===== src/pfcs_map.svh =====
// constant map for the pfc supervisor logic: offsets, fields, resets, timing
// assumes a 100 MHz pclk and a 12-bit apb byte address
`ifndef PFCS_MAP_SVH
`define PFCS_MAP_SVH
// ==========================================================
// register map
`define PFCS_CTRL_OFS      12'h000
`define PFCS_STATUS_OFS    12'h004
`define PFCS_CTRL_RUN_BIT  0
`define PFCS_CTRL_RST      32'h0000_0001
// ==========================================================
// status field positions
`define PFCS_ST_GATE       0
`define PFCS_ST_OSTRESS    1
`define PFCS_ST_PGOOD      2
`define PFCS_ST_HILINE     3
`define PFCS_ST_OFF        4
`define PFCS_ST_BROWNOUT   5
`define PFCS_ST_ENABLED    6
`define PFCS_ST_BLOCK      7
// ==========================================================
// timing
`define PFCS_CLK_MHZ       100
`define PFCS_T_OSTRESS_US  1000
`define PFCS_T_WDOG_US     200
`define PFCS_T_BO_MS       54
`define PFCS_T_LH_US       300
`define PFCS_T_HL_MS       54
`define PFCS_OSTRESS_CYC   (`PFCS_T_OSTRESS_US * `PFCS_CLK_MHZ)
`define PFCS_WDOG_CYC      (`PFCS_T_WDOG_US * `PFCS_CLK_MHZ)
`define PFCS_BO_CYC        (`PFCS_T_BO_MS * 1000 * `PFCS_CLK_MHZ)
`define PFCS_LH_CYC        (`PFCS_T_LH_US * `PFCS_CLK_MHZ)
`define PFCS_HL_CYC        (`PFCS_T_HL_MS * 1000 * `PFCS_CLK_MHZ)
`define PFCS_VALLEYS       4'h8
`endif


===== src/pfcs_pkg.sv =====
// types for the pfc supervisor logic
// assumes pfcs_map.svh holds all numeric constants
package pfcs_pkg;
	// ==========================================================
	// comparator outputs, all asynchronous to pclk
	typedef struct packed {
		logic demag_arm;        // cs/zcd above demag_arm_level
		logic demag_below_trig; // cs/zcd below lower trigger level
		logic on_time_done;     // on_time_control ramp reached
		logic line_bo_start;    // line above brownout_start_level
		logic line_bo_stop;     // line above brownout_stop_level
		logic line_hl_sel;      // line above high_line_select_level
		logic line_ll_sel;      // line above low_line_select_level
		logic valley;           // valley detector pulse
		logic supply_on;        // supply at turn-on level
		logic supply_above_off; // supply above off level
		logic bulk_undervoltage;
		logic reg_reached;      // error_amplifier current at or below zero
		logic feedback_uv;
		logic fault_pin;
		logic open_fb;
		logic thermal_sd;
		logic line_removed;
		logic skip_mode;
		logic latch_mode;
		logic output_undervoltage_detect;
		logic ovp_latch_in;
	} pfcs_cmp_t;
	// ==========================================================
	// gate drive states, gray along off -> on -> demag -> on
	typedef enum logic [1:0] {
		PFCS_OFF     = 2'b00,
		PFCS_ON      = 2'b01,
		PFCS_DEMAG   = 2'b11,
		PFCS_OSTRESS = 2'b10
	} pfcs_drv_st_t;
endpackage : pfcs_pkg


===== src/pfcs_top.sv =====
// supervisory logic of a boost pfc controller with an apb register slave
// assumes comparator levels arrive asynchronously; single pclk domain
//
// Functional notes
// RL1: demag arm during conduction ends pulse, sets overstress latch and flag.
// RL2: after overstress hold drive off 1 ms before next pulse.
// RL3: regulation good low in start-up, faults, low supply, line removal.
// RL4: regulation good rises when regulation reached, stays high until a fault.
// RL5: regulation good held low while bulk undervoltage is active.
// RL6: enable only when line above brownout start and supply at turn-on.
// RL7: line below brownout stop starts 54 ms timer; expiry disables operation.
// RL8: line range comes up in low-line mode.
// RL9: go high-line after line above select level longer than 300 us.
// RL10: after return to low-line block high-line until 8 valleys counted.
// RL11: high-line runs 54 ms timer below low select, reset above, expiry drops.
// RL12: high-line selects four-times steeper modulation ramp.
// RL13: shutdown holds the gate driver sinking, output low.
// RL14: off mode on supply lockout, thermal, brownout, skip, bulk uv, latch.
// RL15: off mode keeps detectors running and supply regulated between levels.
// RL16: off mode grounds loop control, regulation good and on-time output.
// RL17: demag asserts above arm level; its end is below trigger level.
// RL18: with no demag event a watchdog of 200 us starts next pulse.
// RL19: comparators synchronised before use; timers are cycle counters.
// RL20: brownout timer restarts from zero when line recovers above stop.
//
// Chosen here: the address map and register access over APB.
`include "pfcs_map.svh"
module pfcs_top #(
	parameter logic [22:0] OSTRESS_CYC = 23'(`PFCS_OSTRESS_CYC),
	parameter logic [22:0] WDOG_CYC    = 23'(`PFCS_WDOG_CYC),
	parameter logic [22:0] BO_CYC      = 23'(`PFCS_BO_CYC),
	parameter logic [22:0] LH_CYC      = 23'(`PFCS_LH_CYC),
	parameter logic [22:0] HL_CYC      = 23'(`PFCS_HL_CYC)
) (
	input  wire logic             pclk,
	input  wire logic             presetn,
	input  wire logic             psel,
	input  wire logic             penable,
	input  wire logic             pwrite,
	input  wire logic [11:0]      paddr,
	input  wire logic [31:0]      pwdata,
	output logic      [31:0]      prdata,
	output logic                  pready,
	output logic                  pslverr,
	input  wire pfcs_pkg::pfcs_cmp_t cmp_in,
	output logic                  gate_drive,
	output logic                  driver_sink,
	output logic                  overstress_flag,
	output logic                  regulation_good_out,
	output logic                  ramp_steep_x4,
	output logic                  off_mode,
	output logic                  loop_ctrl_ground,
	output logic                  on_time_ground,
	output logic                  supply_charge_en
);
	import pfcs_pkg::*;

	// saturating count step shared by every timer
	function automatic logic [22:0] tick(input logic [22:0] c);
		tick = (c == 23'h7FFFFF) ? c : c + 23'h000001;
	endfunction : tick

	// ==========================================================
	// input synchroniser
	localparam int NCMP = $bits(pfcs_cmp_t);
	logic [NCMP-1:0] s1_q, s2_q, s3_q, filt_q;
	pfcs_cmp_t       f;
	assign f = pfcs_cmp_t'(filt_q);

	// three stages; a bit moves only when stages two and three agree
	always_ff @(posedge pclk or negedge presetn) begin
		if (!presetn) begin
			s1_q   <= '0;
			s2_q   <= '0;
			s3_q   <= '0;
			filt_q <= '0;
		end else begin
			s1_q   <= cmp_in; // RL19
			s2_q   <= s1_q;
			s3_q   <= s2_q;
			filt_q <= (~(s2_q ^ s3_q) & s3_q) | ((s2_q ^ s3_q) & filt_q); // RL19
		end
	end

	// ==========================================================
	// apb slave
	logic        run_q;
	logic [31:0] prdata_q;
	logic        pready_q, pslverr_q;
	logic        acc, hit;
	logic [31:0] status;
	assign acc = psel && penable && !pready_q;
	assign hit = (paddr == `PFCS_CTRL_OFS) || (paddr == `PFCS_STATUS_OFS);

	// one wait state: answer in the second access cycle
	always_ff @(posedge pclk or negedge presetn) begin
		if (!presetn) begin
			pready_q  <= 1'b0;
			pslverr_q <= 1'b0;
			prdata_q  <= 32'h0000_0000;
		end else begin
			pready_q  <= acc;
			pslverr_q <= acc && !hit;
			if (acc && !pwrite) begin
				prdata_q <= (paddr == `PFCS_CTRL_OFS) ? {31'h0, run_q} :
					(paddr == `PFCS_STATUS_OFS) ? status : 32'h0000_0000;
			end
		end
	end

	// software run enable; writes land at the completing edge only
	always_ff @(posedge pclk or negedge presetn) begin
		if (!presetn) begin
			run_q <= 1'(`PFCS_CTRL_RST);
		end else if (psel && penable && pready_q && pwrite && paddr == `PFCS_CTRL_OFS) begin
			run_q <= pwdata[`PFCS_CTRL_RUN_BIT];
		end
	end

	// ==========================================================
	// brownout enable
	logic        enabled_q, brownout_q;
	logic [22:0] bo_cnt_q;

	// timer runs only while line sits below stop level
	always_ff @(posedge pclk or negedge presetn) begin
		if (!presetn) begin
			bo_cnt_q <= '0;
		end else if (f.line_bo_stop) begin
			bo_cnt_q <= '0; // RL20
		end else begin
			bo_cnt_q <= tick(bo_cnt_q); // RL7
		end
	end

	// brownout stays flagged until the line climbs past start level again with supply at turn-on
	always_ff @(posedge pclk or negedge presetn) begin
		if (!presetn) begin
			enabled_q  <= 1'b0;
			brownout_q <= 1'b0;
		end else if (!f.line_bo_stop && bo_cnt_q >= BO_CYC - 23'h000001) begin
			enabled_q  <= 1'b0; // RL7
			brownout_q <= 1'b1;
		end else if (f.line_bo_start && f.supply_on) begin
			enabled_q  <= 1'b1; // RL6
			brownout_q <= 1'b0;
		end
	end

	// ==========================================================
	// off mode and shutdown
	logic off_now, pg_fault;
	// detectors above stay live in off mode; only the drive, loop, on-time and regulation good paths are gated
	assign off_now = !f.supply_above_off || f.thermal_sd || brownout_q || f.skip_mode
		|| f.bulk_undervoltage || f.latch_mode || !enabled_q || !run_q; // RL14
	assign pg_fault = off_now || f.feedback_uv || f.fault_pin || f.open_fb
		|| f.line_removed; // RL3

	logic off_q, sink_q, lgnd_q, tgnd_q, chg_q;
	always_ff @(posedge pclk or negedge presetn) begin
		if (!presetn) begin
			off_q  <= 1'b1;
			sink_q <= 1'b1;
			lgnd_q <= 1'b1;
			tgnd_q <= 1'b1;
		end else begin
			off_q  <= off_now;
			sink_q <= off_now; // RL13
			lgnd_q <= off_now; // RL16
			tgnd_q <= off_now; // RL16
		end
	end

	// supply hysteresis keeps running whatever the mode
	always_ff @(posedge pclk or negedge presetn) begin
		if (!presetn) begin
			chg_q <= 1'b1;
		end else if (!f.supply_above_off) begin
			chg_q <= 1'b1; // RL15
		end else if (f.supply_on) begin
			chg_q <= 1'b0; // RL15
		end
	end

	// ==========================================================
	// regulation good
	logic pg_q;
	// once set it holds until a fault, not on regulation loss
	always_ff @(posedge pclk or negedge presetn) begin
		if (!presetn) begin
			pg_q <= 1'b0;
		end else if (pg_fault) begin
			pg_q <= 1'b0; // RL3
		end else if (f.bulk_undervoltage) begin
			pg_q <= 1'b0; // RL5
		end else if (f.reg_reached) begin
			pg_q <= 1'b1; // RL4
		end
	end

	// ==========================================================
	// line range detector
	logic        hl_q, block_q, valley_d1_q;
	logic [22:0] lh_cnt_q, hl_cnt_q;
	logic [3:0]  valley_cnt_q;

	always_ff @(posedge pclk or negedge presetn) begin
		if (!presetn) begin
			lh_cnt_q <= '0;
			hl_cnt_q <= '0;
		end else begin
			lh_cnt_q <= f.line_hl_sel ? tick(lh_cnt_q) : '0; // RL9
			hl_cnt_q <= (hl_q && !f.line_ll_sel) ? tick(hl_cnt_q) : '0; // RL11
		end
	end

	// noise guard: a drop to low line needs fresh valleys before going high
	always_ff @(posedge pclk or negedge presetn) begin
		if (!presetn) begin
			hl_q         <= 1'b0; // RL8
			block_q      <= 1'b0;
			valley_cnt_q <= 4'h0;
			valley_d1_q  <= 1'b0;
		end else begin
			valley_d1_q <= f.valley;
			if (hl_q && hl_cnt_q >= HL_CYC - 23'h000001) begin
				hl_q         <= 1'b0; // RL11
				block_q      <= 1'b1; // RL10
				valley_cnt_q <= 4'h0;
			end else if (!hl_q && block_q) begin
				if (f.valley && !valley_d1_q) begin
					valley_cnt_q <= valley_cnt_q + 4'h1;
				end
				if (valley_cnt_q >= `PFCS_VALLEYS) begin
					block_q <= 1'b0; // RL10
				end
			end else if (!hl_q && lh_cnt_q >= LH_CYC) begin
				hl_q <= 1'b1; // RL9
			end
		end
	end

	logic ramp_q;
	always_ff @(posedge pclk or negedge presetn) begin
		if (!presetn) begin
			ramp_q <= 1'b0;
		end else begin
			ramp_q <= hl_q; // RL12
		end
	end

	// ==========================================================
	// gate drive sequencer
	pfcs_drv_st_t st_q, st_d;
	logic [22:0]  tmr_q;
	logic         seen_q, ostress_q, gate_q;

	always_comb begin
		st_d = st_q;
		case (st_q)
			PFCS_OFF:     st_d = PFCS_ON;
			PFCS_ON: begin
				if (f.demag_arm) begin
					st_d = PFCS_OSTRESS; // RL1
				end else if (f.on_time_done) begin
					st_d = PFCS_DEMAG;
				end
			end
			PFCS_DEMAG: begin
				if (seen_q && f.demag_below_trig) begin
					st_d = PFCS_ON; // RL17
				end else if (!seen_q && tmr_q >= WDOG_CYC - 23'h000001) begin
					st_d = PFCS_ON; // RL18
				end
			end
			PFCS_OSTRESS: begin
				if (tmr_q >= OSTRESS_CYC - 23'h000001) begin
					st_d = PFCS_ON; // RL2
				end
			end
			default:      st_d = PFCS_OFF;
		endcase
		if (off_now) begin
			st_d = PFCS_OFF; // RL13
		end
	end

	// shared timer restarts on every state change
	always_ff @(posedge pclk or negedge presetn) begin
		if (!presetn) begin
			st_q   <= PFCS_OFF;
			tmr_q  <= '0;
			seen_q <= 1'b0;
			gate_q <= 1'b0;
		end else begin
			st_q   <= st_d;
			tmr_q  <= (st_d != st_q) ? '0 : tick(tmr_q);
			seen_q <= (st_d == PFCS_DEMAG) && (seen_q || f.demag_arm); // RL17
			gate_q <= (st_d == PFCS_ON); // RL1
		end
	end

	// overstress flag lives for the whole long off time
	always_ff @(posedge pclk or negedge presetn) begin
		if (!presetn) begin
			ostress_q <= 1'b0;
		end else begin
			ostress_q <= (st_d == PFCS_OSTRESS); // RL1
		end
	end

	// ==========================================================
	// status and outputs
	always_comb begin
		status = 32'h0000_0000;
		status[`PFCS_ST_GATE]     = gate_q;
		status[`PFCS_ST_OSTRESS]  = ostress_q;
		status[`PFCS_ST_PGOOD]    = pg_q;
		status[`PFCS_ST_HILINE]   = hl_q;
		status[`PFCS_ST_OFF]      = off_q;
		status[`PFCS_ST_BROWNOUT] = brownout_q;
		status[`PFCS_ST_ENABLED]  = enabled_q;
		status[`PFCS_ST_BLOCK]    = block_q;
	end

	assign prdata              = prdata_q;
	assign pready              = pready_q;
	assign pslverr             = pslverr_q;
	assign gate_drive          = gate_q;
	assign driver_sink         = sink_q;
	assign overstress_flag     = ostress_q;
	assign regulation_good_out = pg_q;
	assign ramp_steep_x4       = ramp_q;
	assign off_mode            = off_q;
	assign loop_ctrl_ground    = lgnd_q;
	assign on_time_ground      = tgnd_q;
	assign supply_charge_en    = chg_q;
endmodule : pfcs_top


===== config.mk =====
export PLATFORM = sky130hd
export DESIGN_NAME = pfcs_top
export DESIGN_NICKNAME = d
export VERILOG_FILES = /design/src/pfcs_pkg.sv /design/src/pfcs_top.sv
export VERILOG_INCLUDE_DIRS = /design/src
export SDC_FILE = /design/constraint.sdc
export NUM_CORES = 1
export LEC_CHECK = 0
export BUFFER_PORTS_ARGS = -buffer_cell sky130_fd_sc_hd__buf_2
export CORE_MARGIN = 3
export CORE_UTILIZATION = 45
export CTS_BUF_LIST = sky130_fd_sc_hd__clkbuf_8
export DETAILED_ROUTE_END_ITERATION = 8
export PLACE_DENSITY_LB_ADDON = 0.08
export SYNTH_ARGS = -nofsm -noshare
export SYNTH_HDL_FRONTEND = slang
export SYNTH_SLANG_ARGS = --single-unit

===== constraint.sdc =====
create_clock -name pclk -period 6.89 [get_ports pclk]
set_input_delay 1.0335 -clock pclk [delete_from_list [all_inputs] [get_ports pclk]]
set_output_delay 1.0335 -clock pclk [all_outputs]
set_load 0.01 [all_outputs]

==> flow_summary.ini, run 1 <==
[timing]
tightest_slew_ns = 1.16
skew_ns = 0.0182
post-route-min-period_ns = 2.73
post-route-period-util_pct = 39.7
hold_ws_ns = 0.351
slew_violations = 0
slew_headroom_pct = 22.0
rsz0062_at_grt = false
fmax_ghz = 0.366
setup_viol = 0
hold_viol = 0
tns_ns = 0

[grt]
antenna_found_initial = 0
grt_max_degree = 84
grt_overflow = 0
grt_pass1_wl_um = 31000
grt.total_usage_pct = 17.4
grt_pass1_vias = 6348

[critical_path]
startpoint = tmr_q[18]$_DFFE_PN0P_
reg2reg_slack_ns = 4.16
timing.rr.start = tmr_q[18]$_DFFE_PN0P_
cp.depth = 5
cp_num_buf_inv = 0
r2r-end = tmr_q[20]$_DFFE_PN0P_
end_kind = register
worstPathRequired_ns = 7.28
r2r_cells = 5
worstSetupStartpointType = register
cp_slowest_cell = or3_1
crit_chain = nor4_2, nand2_1, or4_4, or3_1, a211oi_1
cp_slowest_stage_delay_ns = 0.74
endpoint = tmr_q[20]$_DFFE_PN0P_
crit_path_max_fanout = 23
worstPathArrival_ns = 3.12
critPathKind = reg -> reg
critical-path-top-delay-family = simple AND/OR/NAND/NOR gates

[logic_synthesis]
synth_area_leaders = dfrtp_1 (54%), xnor2_1 (4.0%), nor2_1 (3.1%), buf_4 (2.4%), nand2_1 (2.1%)
yosys_warnings = 0
synth_area_um2 = 8940
syn_area_per_cell_um2 = 10.8
async_flop_share_pct = 100
synth_commonest_cells = dfrtp_1 (194), nor2_1 (75), nand2_1 (51), xnor2_1 (41), a21oi_1 (38)
ys.flop_type = dfrtp_1
yosysMostFrequentCell = dfrtp_1
ys_types = 65
netlist.top_cell.by_area = dfrtp_1
synth_edf_count = 0
ys_seq_elements = 197
syn_inst = 828
synth_seq_area_share_pct = 55.2
yosysTopAreaCellShare_pct = 54.3

[min_path]
worstHoldPathCells = 0
hp-class = reg -> reg

[clock_network]
cts_sinks = 197
postCtsSetupBuffers = 0
insertion_delay_ns = 0.47
cts-root-buf = clkbuf_8
ctsResizeCount = 0
cts_buffer_depth = 2
cts_buffers = 17
cts_max_level = 4
clkSlewWorstSetupHoldPaths_ns = 0.11
postCtsHoldBufs = 0
cts_tree = built

[detailed_routing]
drc_errors = 0
drt_iter0_markers = 380
ant_nets = 0
wirelength_um = 18000
viasPerCell = 5.56
drt_pass1_iterations = 4
wl_per_cell_um = 15.9
vias = 6316

[floorplan]
die_h_um = 147
rows = 50
io_pins = 113
dieWidth_um = 147
core_um2 = 19100
die-area_um2 = 21600
start_util_pct = 46.8

[final_layout]
finalNetCount = 940
syn2layout_area_growth_pct = 8.80
drive_above_1_share_pct = 12.8
fillCellCount = 1724
diodes = 0

[pwr]
power_density_nw_per_um2 = 217
p_leak_nw = 4.15
peakVddDrop_mv = 0.145

[placed_design]
dp_hpwl_um = 12400
gp_congestion = 0.829
port_buffers = 55

[run]
maxCapViolCount = 0

[outcome]
status = finished clean
[per-stage QoR]
| stage | instances | utilization (%) | worst slack [ns] | area (µm²) | power [mW] |
|---|---|---|---|---|---|
| 6_report | 1136 | 51.0 | 4.16 | 9730 | 2.11 |
| 5_1_grt | 1136 | 51.0 | 4.03 | 9730 | 2.21 |
| 4_1_cts | 1136 | 51.0 | 4.14 | 9730 | 2.14 |
| 3_5_place_dp | 1104 | 48.6 | 3.74 | 9270 | 1.33 |
| 3_3_place_gp | 1104 | 48.6 | 3.87 | 9270 | 1.33 |
| 2_1_floorplan | 851 | - | 4.62 | 9020 | 1.29 |
[report_power, final]
| group | internal (mW) | total [mW] | switching, mW |
|---|---|---|---|
| Clock | 0.323 | 0.800 | 0.477 |
| Sequential | 1.19 | 1.22 | 0.0266 |
| Combinational | 0.0305 | 0.0881 | 0.0576 |
| Total | 1.55 | 2.11 | 0.562 |
[layout by cell type (no fill, tap or decap), types with 4 or more instances in the layout]
master,count
a211oi_1,10
a21oi_1,38
a22o_1,7
a22oi_2,5
a311oi_1,6
a31oi_1,12
and2_1,7
and3_1,24
and4_1,9
buf_2,54
buf_4,4
clkbuf_8,18
clkinv_8,6
conb_1,24
dfrtp_1,194
ha_1,7
inv_1,15
maj3_1,19
mux2i_1,7
nand2_1,51
nand2b_1,5
nand3_1,33
nand4_1,19
nor2_1,75
nor2b_1,4
nor3_1,24
nor4_1,16
nor4b_1,4
o2111ai_1,4
o21ai_0,21
o311ai_0,10
o31ai_1,7
or2_2,4
or3_1,12
or4_1,8
xnor2_1,41
xor2_1,18
[worst min path at each step]
stage | endpoint | startpoint
floorplan | s2_q[10]$_DFF_PN0_ | s1_q[10]$_DFF_PN0_
global placement | s2_q[6]$_DFF_PN0_ | s1_q[6]$_DFF_PN0_
detailed placement | s2_q[17]$_DFF_PN0_ | s1_q[17]$_DFF_PN0_
CTS | s2_q[12]$_DFF_PN0_ | s1_q[12]$_DFF_PN0_
global route | s2_q[12]$_DFF_PN0_ | s1_q[12]$_DFF_PN0_
finish | s2_q[12]$_DFF_PN0_ | s1_q[12]$_DFF_PN0_
[flip-flops by register name, summed over array words and instances, names as in the netlist, 2 cells and up, named ones only]
signal / cells
bo_cnt_q: 23
hl_cnt_q: 23
lh_cnt_q: 23
prdata: 8
s1_q: 19
s2_q: 19
s3_q: 19
st_q: 2
tmr_q: 23
valley_cnt_q: 4
[layout make-up]
class	instances	area, µm²	area share (%)
flip-flops and latches	197	4930	50.7
repair buffers	59	314	3.23
clock inverters	15	220	2.26
clock buffers	17	234	2.41
inverters	15	56.3	0.579
well taps	260	325	3.34
multi-input cells	573	3640	37.5
[cells by family (layout without fill, tap and decap cells)]
group	after synthesis	in the layout	synth area share (%)
and+or+nand+nor	303	303	17.9
DFF	197	197	55.2
AOI/OAI and AO/OA	153	153	12.1
buffers and inverters	81	106	5.03
xor gates and xnor gates	59	59	5.78
adders and majority gates	26	26	3.11
muxes	8	8	0.910
other	1	24	0.0420
[routing by layer]
| layer | vias up | wire (µm) | GRT usage, % |
|---|---|---|---|
| met3 | 13 | 644 | 3.67 |
| met4 | 0 | 176 | 5.31 |
| li1 | 3020 | - | - |
| met5 | - | 0 | 0 |
| met2 | 116 | 8640 | 28.1 |
| met1 | 3167 | 8550 | 23.7 |
(Power assumes the default switching activity.)
==> run 2, diff against run 1 <==
clock period = 2.2 ns   (was 6.89 ns; I/O delays follow)
==> flow_summary.ini, run 2 (synthesis results as in run 1) <==
[outcome]
status = finished clean

[critical_path]
critPathKind = reg -> reg
worstSetupStartpointType = register
worstPathRequired_ns = 2.58
crit_chain = nor4_4, nand2_1, or4_4, or3_4, buf_8, a211oi_2
cp_slowest_stage_delay_ns = 0.44
crit_path_max_fanout = 6
worstPathArrival_ns = 2.55
cp_slowest_cell = or4_4
end_kind = register

[detailed_routing]
drt_pass1_iterations = 5
drc_errors = 0
viasPerCell = 5.45
drt_iter0_markers = 395
ant_nets = 0
vias = 6570
wl_per_cell_um = 15.4
wirelength_um = 18600

[clock_network]
cts-root-buf = clkbuf_8
cts_max_level = 4
clkSlewWorstSetupHoldPaths_ns = 0.11
insertion_delay_ns = 0.46
cts_buffer_depth = 2
cts_sinks = 197
cts_buffers = 17
cts_tree = built

[floorplan]
io_pins = 113
core_um2 = 19100
die_h_um = 147
dieWidth_um = 147
rows = 50
die-area_um2 = 21600
start_util_pct = 46.8

[min_path]
hp-class = in -> reg

[timing]
slew_headroom_pct = 56.7
post-route-period-util_pct = 98.5
post-route-min-period_ns = 2.17
fmax_ghz = 0.461
rsz0062_at_grt = true
hold_viol = 0
skew_ns = 0.0194
tightest_slew_ns = 0.649
setup_viol = 0
slew_violations = 0

[grt]
globalRouteMet3Util_pct = 3.55
grt.total_usage_pct = 17.7
grt_use_met1_pct = 24.7
grt_overflow = 0
grt_pass1_vias = 6536
antenna_found_initial = 1
use_met2_pct = 28.9
top_usage_layer = met2
grt_pass1_wl_um = 32000
grt_max_degree = 60

[final_layout]
drive_above_1_share_pct = 18.2
finalNetCount = 1009
fin_util_pct = 54.4
layout_commonest_cell = dfrtp_1
syn2layout_area_growth_pct = 16.0
final_cell_mix = dfrtp_1 (194), nor2_1 (75), buf_2 (54), nand2_1 (51), buf_4 (47)

[pwr]
peakVddDrop_mv = 0.404
power_density_nw_per_um2 = 617
p_total_mw = 6.40
p_leak_nw = 4.48

[placed_design]
port_buffers = 55
dp_hpwl_um = 13100
gp_congestion = 0.891

[run]
maxCapViolCount = 0
run 2: changes by cell type in the layout (fill, tap and decap cells not counted), sizes merged:
cell	delta
bufinv	-1
dlygate4sd3	+20
buf	+48
clkbuf	+1
diode	+1
clkinvlp	+1
run 2: per-layer routing:
metal / up-vias / part of all wire [%]
li1: 3166 / -
met1: 3276 / 48
met2: 119 / 48
met3: 9 / 3.6
met4: 0 / 0.96
met5: - / 0
run 2: stage by stage:
stage                     hold slack, ns  worst slack (ns)  TNS (ns)  instance area, µm²  cells
after floorplan                   0.0344            0.0443         0                9020    851
after global placement             0.328            0.0512         0                9650   1150
after detailed placement           0.335           0.00118         0                9650   1150
after CTS                         0.0855            0.0281         0               10300   1203
after global routing              0.0881           -0.0374    -0.115               10400   1206
final                              0.113            0.0325         0               10400   1206
run 2: worst paths after layout:
| check | to | slack [ns] | cells past startpoint | start |
|---|---|---|---|---|
| setup / recovery | tmr_q[20]$_DFFE_PN0P_ | 0.03 | 6 | tmr_q[17]$_DFFE_PN0P_ |
| hold / removal | run_q$_DFFE_PN1P_ | 0.11 | 2 | pwdata[0] |
| setup reg to reg | tmr_q[20]$_DFFE_PN0P_ | 0.03 | 6 | tmr_q[17]$_DFFE_PN0P_ |
| hold reg to reg | s2_q[5]$_DFF_PN0_ | 0.35 | 0 | s1_q[5]$_DFF_PN0_ |
| max in group asynchronous | run_q$_DFFE_PN1P_ | 1.12 | 3 | presetn |
| min in group asynchronous | s3_q[16]$_DFF_PN0_ | 0.40 | 2 | presetn |
run 2: area by class of cell:
cell class              instances  area (µm²)
repair buffers                128         948
clock inverters                15         163
clock buffers                  17         234
diodes                          1        2.50
inverters                      15        56.3
well taps                     260         325
multi-input cells             573        3710
fillers                      1617        8710
flip-flops and latches        197        4930
run 2: critical path: cells and delay by family (launching register included):
kind | cells | cell delay [ns]
AOI/OAI and AO/OA | 1 | 0.21
and+or+nand+nor | 4 | 1.31
buffers and inverters | 1 | 0.15
DFF | 1 | 0.43
run 2: what timing repair did:
item / in CTS / in global routing
hold buffers: 20 / 0
setup buffers: 1 / 1
pin swaps: 1 / 7
resized for setup: 2 / 16
hold endpoints to repair: 70 / 0
gates cloned: 0 / 1
endpoints found under the setup margin: 2 / 17
run 2: power breakdown:
group | switching, mW | internal (mW)
Combinational | 0.184 | 0.128
Sequential | 0.0861 | 3.74
Clock | 1.41 | 0.854
Total | 1.68 | 4.72
